**src/hw/fwc_pkg.sv**
```systemverilog
// constants and types for the flash write operation control block
package fwc_pkg;
	localparam logic [19:0] OFS_STATUS_LOW   = 20'h80000;
	localparam logic [19:0] OFS_CONTROL_HIGH = 20'h80002;
	localparam logic [15:0] RST_STATUS_LOW   = 16'h0000;
	localparam logic [15:0] RST_CONTROL_HIGH = 16'h0000;
	// status low fields
	localparam int BIT_BUSY  = 1;
	localparam int BIT_LOCK  = 4;
	// control high fields
	localparam int BIT_START = 15;
	localparam int BIT_HALT  = 14;
	localparam int BIT_WPG   = 13;
	localparam int BIT_DOUBLE_WORD_PROGRAM_SELECT  = 12;
	localparam int BIT_SER   = 11;
	localparam int BIT_SPR   = 8;
	localparam logic [15:0] CTRL_WR_MASK = 16'hf900;
	// protection address window, kept as printed
	localparam logic [23:0] PROT_ADDR_A = 24'h0e8fb0;
	localparam logic [23:0] PROT_ADDR_B = 24'h08dfbf;
	localparam logic [15:0] TRAP_CODE   = 16'h009b;
	localparam int NUM_SECTORS = 8;
	// operation durations
	localparam int T_PROG_NS  = 10000;
	localparam int T_ERASE_NS = 100000;
	localparam int T_PROT_NS  = 10000;
	localparam int CLK_NS     = 25;
	localparam logic [12:0] PROG_CYC  = 13'((T_PROG_NS + CLK_NS - 1) / CLK_NS);
	localparam logic [12:0] PROT_CYC  = 13'((T_PROT_NS + CLK_NS - 1) / CLK_NS);
	localparam int ERASE_CYC = (T_ERASE_NS + CLK_NS - 1) / CLK_NS;
	typedef enum logic [2:0] {
		FWC_IDLE, FWC_RUN, FWC_PROG_HALT_REQUEST_BIT, FWC_ERASE_HALT_REQUEST_BIT, FWC_PROG_IN_ESUSP
	} fwc_state_t;
	typedef enum logic [1:0] {OP_WORD, OP_DWORD, OP_ERASE, OP_PROT} fwc_op_t;
endpackage

```
**src/hw/fwc_ctrl.sv**
```systemverilog
// flash write operation control and status registers
`timescale 1ns/100ps
module fwc_ctrl #(
	parameter int ERASE_CYCLES = fwc_pkg::ERASE_CYC
) (
	// clock and reset
	input  wire logic        clk,
	input  wire logic        srst,
	input  wire logic        ce,
	// register port, 16-bit
	input  wire logic        reg_sel,
	input  wire logic        reg_wr,
	input  wire logic [19:0] reg_addr,
	input  wire logic [15:0] reg_wdata,
	output logic      [15:0] reg_rdata,
	output logic             reg_trap,
	// other flash registers content
	input  wire logic [23:0] target_addr,
	input  wire logic [7:0]  sector_select_bits,
	input  wire logic        op_error_in,
	input  wire logic        other_reg_access,
	input  wire logic        bank_access,
	// array side
	output logic             bank_busy_flag,
	output logic             reg_lock,
	output logic             bank_trap,
	output logic             array_wr_ok,
	output logic             array_prog_start,
	output logic             array_erase_start,
	output logic             array_halt,
	output logic             sequence_error_flag,
	output logic             err_update_ok,
	output logic             sector_clear,
	output logic [7:0]       erase_sectors
);
	////////////////////////////////////////////////////////////////////////
	typedef struct packed {
		fwc_pkg::fwc_state_t st;
		fwc_pkg::fwc_op_t    op;
		fwc_pkg::fwc_op_t    halt_request_bit_op;
		logic [15:0] ctrl;
		logic        busy;
		logic        lock;
		logic [31:0] cnt;
		logic [31:0] ecnt;
		logic [15:0] rdata;
		logic        trap;
		logic        btrap;
		logic        wr_ok;
		logic        pstart;
		logic        estart;
		logic        halt;
		logic        seqerr;
		logic        err_ok;
		logic        sclr;
		logic [7:0]  esect;
	} fwc_regs_t;

	fwc_regs_t r;
	fwc_regs_t next_r;

	logic        wr_ctrl;
	logic        rd_status;
	logic        rd_ctrl;
	logic        start_req;
	logic [15:0] wval;
	fwc_pkg::fwc_op_t sel_op;
	logic        sel_any;
	logic        prot_bad;

	always_comb begin
		next_r = r;
		rd_status = reg_sel && !reg_wr && reg_addr == fwc_pkg::OFS_STATUS_LOW;
		rd_ctrl = reg_sel && !reg_wr && reg_addr == fwc_pkg::OFS_CONTROL_HIGH;
		wr_ctrl = reg_sel && reg_wr && reg_addr == fwc_pkg::OFS_CONTROL_HIGH && !r.lock;
		wval = reg_wdata & fwc_pkg::CTRL_WR_MASK;
		sel_any = 1'b1;
		sel_op = fwc_pkg::OP_WORD;
		if (wval[fwc_pkg::BIT_SPR]) begin
			sel_op = fwc_pkg::OP_PROT;
		end else if (wval[fwc_pkg::BIT_SER]) begin
			sel_op = fwc_pkg::OP_ERASE;
		end else if (wval[fwc_pkg::BIT_DOUBLE_WORD_PROGRAM_SELECT]) begin
			sel_op = fwc_pkg::OP_DWORD;
		end else if (wval[fwc_pkg::BIT_WPG]) begin
			sel_op = fwc_pkg::OP_WORD;
		end else begin
			sel_any = 1'b0;
		end
		// window bounds taken as the lower and upper of the two printed values
		prot_bad = target_addr < fwc_pkg::PROT_ADDR_B || target_addr > fwc_pkg::PROT_ADDR_A;
		start_req = wr_ctrl && wval[fwc_pkg::BIT_START] && sel_any && !op_error_in;
		next_r.pstart = 1'b0;
		next_r.estart = 1'b0;
		next_r.halt = 1'b0;
		next_r.sclr = 1'b0;
		next_r.trap = 1'b0;
		next_r.rdata = 16'h0000;
		// register read side
		if (rd_status) begin
			next_r.rdata[fwc_pkg::BIT_LOCK] = r.lock;
			if (!r.lock) begin
				next_r.rdata[fwc_pkg::BIT_BUSY] = r.busy;
			end
		end else if (rd_ctrl) begin
			if (r.lock) begin
				next_r.rdata = fwc_pkg::TRAP_CODE;
				next_r.trap = 1'b1;
			end else begin
				next_r.rdata = r.ctrl & fwc_pkg::CTRL_WR_MASK;
			end
		end
		if (other_reg_access && r.lock) begin
			next_r.trap = 1'b1;
		end
		// writes of zero to the start bit are ignored; only the halt bit and the selects follow software
		if (wr_ctrl && r.st == fwc_pkg::FWC_IDLE) begin
			next_r.ctrl[fwc_pkg::BIT_HALT] = wval[fwc_pkg::BIT_HALT];
			next_r.ctrl[13:11] = wval[13:11];
			next_r.ctrl[fwc_pkg::BIT_SPR] = wval[fwc_pkg::BIT_SPR];
		end
		unique case (r.st)
			fwc_pkg::FWC_IDLE: begin
				if (start_req && !wval[fwc_pkg::BIT_HALT]) begin
					next_r.ctrl = wval;
					next_r.op = sel_op;
					next_r.busy = 1'b1;
					next_r.lock = 1'b1;
					next_r.cnt = 32'(fwc_pkg::PROG_CYC);
					if (sel_op == fwc_pkg::OP_ERASE) begin
						next_r.cnt = 32'(ERASE_CYCLES);
						next_r.estart = 1'b1;
						next_r.esect = sector_select_bits;
					end else begin
						next_r.pstart = 1'b1;
					end
					if (sel_op == fwc_pkg::OP_PROT) begin
						next_r.cnt = 32'(fwc_pkg::PROT_CYC);
						next_r.seqerr = prot_bad;
					end else begin
						next_r.seqerr = 1'b0;
					end
					next_r.st = fwc_pkg::FWC_RUN;
				end
			end
			fwc_pkg::FWC_RUN, fwc_pkg::FWC_PROG_IN_ESUSP: begin
				if (reg_sel && reg_wr && reg_addr == fwc_pkg::OFS_CONTROL_HIGH && reg_wdata[fwc_pkg::BIT_HALT]
					&& r.st == fwc_pkg::FWC_RUN && r.op != fwc_pkg::OP_PROT) begin
					// suspend is the one write honoured while locked
					next_r.busy = 1'b0;
					next_r.lock = 1'b0;
					next_r.halt = 1'b1;
					next_r.ctrl[fwc_pkg::BIT_START] = 1'b0;
					next_r.ctrl[fwc_pkg::BIT_HALT] = 1'b1;
					next_r.halt_request_bit_op = r.op;
					next_r.st = r.op == fwc_pkg::OP_ERASE ? fwc_pkg::FWC_ERASE_HALT_REQUEST_BIT : fwc_pkg::FWC_PROG_HALT_REQUEST_BIT;
				end else if (r.cnt <= 32'd1 || r.seqerr) begin
					next_r.busy = 1'b0;
					next_r.lock = 1'b0;
					next_r.ctrl[fwc_pkg::BIT_START] = 1'b0;
					next_r.ctrl[13:11] = 3'b000;
					next_r.ctrl[fwc_pkg::BIT_SPR] = 1'b0;
					next_r.sclr = !op_error_in && !r.seqerr;
					if (!next_r.sclr && r.op == fwc_pkg::OP_ERASE) begin
						next_r.esect = r.esect;
					end else if (r.st == fwc_pkg::FWC_RUN) begin
						next_r.esect = 8'h00;
					end
					if (r.st == fwc_pkg::FWC_PROG_IN_ESUSP) begin
						next_r.cnt = r.ecnt;
					end
					next_r.st = r.st == fwc_pkg::FWC_PROG_IN_ESUSP ? fwc_pkg::FWC_ERASE_HALT_REQUEST_BIT : fwc_pkg::FWC_IDLE;
				end else begin
					next_r.cnt = r.cnt - 32'd1;
				end
			end
			fwc_pkg::FWC_PROG_HALT_REQUEST_BIT, fwc_pkg::FWC_ERASE_HALT_REQUEST_BIT: begin
				if (wr_ctrl) begin
					next_r.ctrl[fwc_pkg::BIT_HALT] = wval[fwc_pkg::BIT_HALT];
				end
				if (start_req && sel_op == r.halt_request_bit_op) begin
					next_r.busy = 1'b1;
					next_r.lock = 1'b1;
					next_r.ctrl = wval & ~(16'h0001 << fwc_pkg::BIT_HALT);
					next_r.op = r.halt_request_bit_op;
					if (r.halt_request_bit_op == fwc_pkg::OP_ERASE) begin
						next_r.estart = 1'b1;
					end else begin
						next_r.pstart = 1'b1;
					end
					next_r.st = fwc_pkg::FWC_RUN;
				end else if (start_req && r.st == fwc_pkg::FWC_ERASE_HALT_REQUEST_BIT
					&& (sel_op == fwc_pkg::OP_WORD || sel_op == fwc_pkg::OP_DWORD)) begin
					next_r.busy = 1'b1;
					next_r.lock = 1'b1;
					next_r.ctrl = wval | (16'h0001 << fwc_pkg::BIT_HALT);
					next_r.op = sel_op;
					next_r.pstart = 1'b1;
					next_r.cnt = 32'(fwc_pkg::PROG_CYC);
					// erase time left, restored when this program ends
					next_r.ecnt = r.cnt;
					next_r.st = fwc_pkg::FWC_PROG_IN_ESUSP;
				end
			end
			default: begin
				next_r.st = fwc_pkg::FWC_IDLE;
			end
		endcase
		next_r.btrap = bank_access && r.busy;
		next_r.wr_ok = !next_r.busy;
		next_r.err_ok = !next_r.lock && !next_r.busy;
	end

	always_ff @(posedge clk) begin
		if (srst) begin
			r <= '0;
			r.ctrl <= fwc_pkg::RST_CONTROL_HIGH;
			r.wr_ok <= 1'b1;
			r.err_ok <= 1'b1;
		end else if (ce) begin
			r <= next_r;
		end
	end

	////////////////////////////////////////////////////////////////////////
	assign reg_rdata = r.rdata;
	assign reg_trap = r.trap;
	assign bank_busy_flag = r.busy;
	assign reg_lock = r.lock;
	assign bank_trap = r.btrap;
	assign array_wr_ok = r.wr_ok;
	assign array_prog_start = r.pstart;
	assign array_erase_start = r.estart;
	assign array_halt = r.halt;
	assign sequence_error_flag = r.seqerr;
	assign err_update_ok = r.err_ok;
	assign sector_clear = r.sclr;
	assign erase_sectors = r.esect;
endmodule

```
**config.mk**
```make
export PLATFORM = sky130hd
export DESIGN_NAME = fwc_ctrl
export DESIGN_NICKNAME = d
export VERILOG_FILES = /design/src/hw/fwc_pkg.sv /design/src/hw/fwc_ctrl.sv
export SDC_FILE = /design/constraint.sdc
export NUM_CORES = 1
export LEC_CHECK = 0
export ABC_AREA = 1
export BUFFER_PORTS_ARGS = -buffer_cell sky130_fd_sc_hd__buf_2
export CORE_UTILIZATION = 51
export CTS_CLUSTER_SIZE = 8
export DETAILED_ROUTE_END_ITERATION = 8
export PLACE_DENSITY_LB_ADDON = 0.1
export SLEW_MARGIN = 0
export SYNTH_ARGS = -nofsm -noshare
export SYNTH_HDL_FRONTEND = slang
export SYNTH_SLANG_ARGS = --single-unit
export TNS_END_PERCENT = 20
```
**constraint.sdc**
```tcl
create_clock -name clk -period 2.01 [get_ports clk]
set_clock_uncertainty 0.2 [all_clocks]
set_input_delay 0.3015 -clock clk [delete_from_list [all_inputs] [get_ports clk]]
set_output_delay 0.3015 -clock clk [all_outputs]
set_load 0.02 [all_outputs]
```
; Yosys cells after proc, flatten, opt, wreduce, memory -nomap -nowiden
; Index checks and enable logic that the tools add are counted.
[op_classes]
n_reduce_logical = 48
addsub = 1
n_eq_ne = 24
order_cmp = 3
n_bitwise = 1
n_mux = 70
[ops]
columns = op, n
row1 = $mux W32, 4
row2 = $pmux W34 S3, 1
row3 = $mux W82, 1
row4 = $mux W64, 1
row5 = $mux W50, 1
row6 = $eq A20 B20 Y1 const B, 2
row7 = $le A32 B1 Y1 const B, 1
row8 = $mux W8, 4
row9 = $sub A32 B1 Y32 const B, 1
row10 = $mux W1, 29
row11 = $gt A24 B20 Y1 const B, 1
row12 = $lt A24 B20 Y1 const B, 1
row13 = $logic_and A1 B1 Y1, 22
row14 = $mux W18, 1
row15 = $mux W9, 2
row16 = $mux W17, 1
row17 = $mux W16, 1
row18 = $mux W2, 8
row19 = $pmux W8 S2, 1
row20 = $mux W5, 3
row21 = $pmux W5 S3, 1
row22 = $ne A2 B2 Y1 const B, 7
row23 = $mux W12, 1
row24 = $mux W3, 4
row25 = other kinds (26), 48
[totals]
input_bits = 76
regBits = 112

; Logic depth before layout (Yosys ltp)
[logic_depth]
word_depth = 13
ltp_mapped = 18
mapped_depth_nobuf = 16

; Worst setup path before layout
; No wires, ideal clock.
[synth_timing]
path_type = reg2reg
from = register r[65] (netlist name)
to = register r[68] (netlist name)
path_buffers = 2
t_arrival_ns = 1.852
setup_time_ns = 0.113
setup_slack_ns = -0.155
synth_period_minus_slack_ns = 2.165
path_stages_with_launch = 19
path_cell_list = dfxtp_1 inv_1 ha_1 nand2_2 nor2_4 nand2_2 nand2_1 nand2_1 nand2_2 nand2_1 nand2_1 inv_1 nand2_1 nor2_2 buf_6 buf_6 nand2_1 nand2_1 nor2_1
[synth_via]
elab_chain_len = 5
word_cells_on_any_way = 8
cone_classes = add/sub: 1 / order compare: 1 / eq/ne: 1 / mux: 3 / reduce/logical: 2
[synth_rtl]
columns = element, line_no
row1 = "start, declared", fwc_ctrl.sv:59  ; fwc_regs_t r;
row2 = "start signal, assigned", fwc_ctrl.sv:221  ; r <= next_r;
row3 = $le A32 B1 Y1, fwc_ctrl.sv:157  ; end else if (r.cnt <= 32'd1 || r.seqerr) begin
row4 = $logic_or A1 B1 Y1, fwc_ctrl.sv:157
row5 = $mux W32, fwc_ctrl.sv:157
row6 = $mux W32, fwc_ctrl.sv:147  ; if (reg_sel && reg_wr && reg_addr == fwc_pkg::OFS_CONTROL_HIGH && reg_wdata[fwc_pkg::BIT_HALT]
row7 = $pmux W34 S3, fwc_ctrl.sv:122  ; unique case (r.st)
; Parallel ways exist; a longest one is shown, timed or not. The select of a mux whose other input is x is not followed.
; A chain may end at the register's enable or synchronous reset.

; Worst setup path in the final report
[layout_timing]
from = register r[73] (netlist name)
to = register r, in the netlist erase_sectors[4]
[layout_via]
elab_chain_len = 4
[layout_rtl]
columns = element, line_no
row1 = $le A32 B1 Y1, fwc_ctrl.sv:157
row2 = $logic_or A1 B1 Y1, fwc_ctrl.sv:157
row3 = $ne A2 B2 Y1 (no source line), n/a
row4 = $reduce_and A8 Y1 (no source line), n/a
; No other way between the ends.

==> impl_results.md <==
- Placed Area: 7880 um^2
- Met1 GRT Util: 0.372
- Final Core Density: 0.734
- Worst path cell trace: nor2_2 > nand2_2 > nor2_2 > nand2_1 > nand2_2 > nand2_4 > nand2_4 > buf_6 > nand2_4 > a21oi_4 > nand2_4 > buf_6 > o21ai_2 > nor2_1
- Filler instances: 1003
- Worst setup SP type: flip-flop
- Via count: 7257
- Fin crit share: 1.10
- # clock sinks: 105
- H-tree Lvls: 3
- Met3 Use GR: 0.0361
- Mapped Area: 6360 um^2
- Net Sw Frac: 0.444
- GRT Total Usage: 0.288
- Top-Level Pins: 111
- CP startpoint: r[73]
- Worst reg2reg path depth: 14
- CTS clk-pin slew, worst paths: 80 ps
- Slew Limit Fails: 0
- Synth warn: 0
- Syn Area/Cell: 6.19 um^2
- Setup CP Type: flip-flop to flip-flop
- Max-Cap Viols: 0
- PD cells: 1270 nW/um^2
- Die area: 12900 um^2
- Clk buf depth: 2
- Psw: 4970 uW
- FP Rows: 40
- Failing checks: setup timing
- Core Area: 12100 um^2
- Primary FF master, synth: dfxtp_1
- Slack of the critical path: -203 ps
- Share of cells above drive strength 1: 0.316
- Minimum clock period: 2210 ps
- Reg2reg end: erase_sectors[4]
- Final Net Count: 1316
- Worst-Skew Late Latency: 360 ps
- EDFF count, synth: 0
- Hold worst-path end: reg_trap
- Per-cell routed wire length: 13.4 um
- Largest net degree at the start of global routing: 47
- Leak: 0.00428 uW
- Hold Fails Final Rpt: 0
- RSZ-0062 raised after global routing: true
- Number of global-route vias before repair: 6528
- Initial Utilization: 0.527
- Root Driver: clkbuf_16
- Area grow syn2layout: 39.2%
- Die H: 114 um
- CP arrival: 2280 ps
- Sequential fraction of the synthesis area: 0.331
- Critical Path Fanout Max: 7
- Max incr delay on CP: 350 ps
- DRC: 0
- Die W: 114 um
- Most used cell, CP: nand2_4
- Synth unique cells: 35
- Status: complete, but fails checks
- Critical path required time: 2080 ps
- Grt ovf: 0
- First-pass GRT wire length: 30000 um
- Met2 Use GR: 0.485
- I/O Buffers: 95
- Mean number of vias per cell: 5.14
- FF+latch count, synth: 105
- Fmax: 452 MHz
- Number of nets with antenna violations after routing: 0
- RR Startpoint: r[73]
- Multi-input logic area: 3880 um^2
- Clock Power Share: 0.168
- WL final: 18800 um
- R2R setup slack: -200 ps
- DRT Pass-1 Iters: 5
- Comb pwr share: 0.628
- N_diodes: 0
- Most used routing layer: met2
- Asr flop ratio synth: 0
- Finished Cell Area: 8850 um^2
- GP Congestion: 0.951
- Kind of end point of the critical path: flip-flop
- Register area: 2110 um^2
- Max_slew headroom: 0.611
- Worst hold path startpoint: other_reg_access
- Internal Power: 6230 uW
- Dpl ws: -283 ps
- Initial antenna violation count: 0
- Worst min-delay path category: primary input to flip-flop
- CTS tree: built
- Crit path buffers/inverters: 2
- HPWL Detailed: 12500 um
- Synth Instances: 1027
- Hold path cells: 5
- Critical-path top delay cell: dfxtp_2
- IR drop worst, VDD: 1.11 mV
- Sequential share of power: 0.203
- Measured slew at the worst slew-check pin: 578 ps
- Inserted Clock Buffers: 9
- Endpoints failing setup: 48
- Iter 0 DRT Violations: 510
- Delay-heaviest family, CP: simple AND/OR/NAND/NOR gates
## worst min-delay path, cell delays in order
cell and delay, ps:
buf_2 80, nand2_1 50, nand2_1 60, o211ai_1 80, inv_1 50
## flip-flops by register name (all words and copies together), names as in the netlist, named ones only
| register | count |
|---|---|
| err_update_ok | 1 |
| sector_clear | 1 |
| reg_rdata | 9 |
| r | 77 |
| bank_trap | 1 |
| array_erase_start | 1 |
| erase_sectors | 8 |
| reg_lock | 1 |
| array_wr_ok | 1 |
| array_prog_start | 1 |
| array_halt | 1 |
| sequence_error_flag | 1 |
| reg_trap | 1 |
## power by group through the flow
| stage | sequential (uW) | clock, uW | combinational [uW] |
|---|---|---|---|
| floorplan | 2330 | 0 | 3100 |
| global placement | 2300 | 0 | 5050 |
| detailed placement | 2310 | 0 | 5130 |
| CTS | 2260 | 1900 | 5810 |
| global route | 2290 | 1990 | 7610 |
| finish | 2280 | 1890 | 7040 |
## worst max-delay path by stage
stage,cells after the start,slack [ps],to
CTS,17,-80,r[77]
floorplan,16,0.05,r[65]
finish,14,-200,erase_sectors[4]
global placement,14,-230,r[82]
detailed placement,14,-280,erase_sectors[4]
global route,14,-340,r[72]
## per-layer routing
layer / up-vias / routed length, um / part of all wire
li1: 3681 / - / -
met3: 62 / 1060 / 0.056
met5: - / 0 / 0
met1: 3271 / 8340 / 0.44
met2: 243 / 8850 / 0.47
met4: 0 / 597 / 0.032
## cells in the final DEF (no fill, tap or decap), types with 3 or more instances in the layout
| master | instances |
|---|---|
| conb_1 | 5 |
| o21ai_1 | 22 |
| buf_4 | 140 |
| nand3_2 | 7 |
| inv_8 | 3 |
| nand2_4 | 7 |
| a211oi_1 | 27 |
| inv_1 | 89 |
| nor3_1 | 15 |
| clkbuf_16 | 11 |
| o211ai_1 | 8 |
| clkinv_1 | 3 |
| nor2_1 | 220 |
| nor4_1 | 4 |
| xor2_1 | 22 |
| a21oi_1 | 37 |
| nor2_4 | 13 |
| nand2_2 | 19 |
| o21ai_2 | 9 |
| buf_2 | 95 |
| nand4_1 | 19 |
| dfxtp_1 | 101 |
| o21ai_0 | 33 |
| nor2_2 | 40 |
| a31oi_1 | 6 |
| inv_2 | 8 |
| nand2_1 | 194 |
| buf_6 | 6 |
| buf_12 | 11 |
| nand3_1 | 41 |
## what timing repair did
action,CTS,global route
buffers inserted,8,4
pin swaps,14,26
setup endpoints to repair,52,88
endpoints found under the hold margin,1,0
hold buffers,1,0
resized for setup,77,85
cloned,2,2
## Yosys cell counts (all sizes together), types with 2 or more instances
library cell / n / area (um^2)
nor2: 273 / 1070
nand2: 220 / 836
dfxtp: 105 / 2100
inv: 100 / 375
o21ai: 64 / 320
nand3: 49 / 273
buf: 45 / 308
a21oi: 39 / 195
a211oi: 28 / 210
xor2: 22 / 193
nand4: 19 / 119
nor3: 17 / 90.1
clkbuf: 16 / 60.1
o211ai: 8 / 60.1
a31oi: 6 / 37.5
nor4: 4 / 25.0
clkinv: 3 / 11.3
ha: 2 / 25.0
or2: 2 / 12.5
## layout make-up
cell class | instances | area share
sequential | 105 | 0.239
clock buffer | 9 | 0.0255
tap | 168 | 0.0238
multi-input combinational | 762 | 0.438
clock inverter | 7 | 0.0106
inverter | 103 | 0.0451
timing repair buffer | 257 | 0.218
## through the flow
stage	hold slack [ps]	total power, uW	TNS [ps]	cells
2_1_floorplan	246	5430	0	1031
3_5_place_dp	250	7430	-19020	1378
3_3_place_gp	249	7350	-16310	1378
6_report	72.0	11200	-5600	1411
5_1_grt	101	11900	-14840	1411
4_1_cts	68.7	9970	-1880	1405
## kinds of logic (layout without fill, tap and decap cells)
kind of cell    count (synthesis)  in the layout  share of synthesized area
buf+inv                       164            376                      0.119
xor+xnor                       22             22                     0.0303
fa+ha+maj                       2              2                    0.00394
other cells                     1              5                   0.000590
flops                         105            105                      0.331
simple gates                  587            587                      0.385
compound gates                146            146                      0.131
No activity file was read; power rests on OpenSTA's default activity.
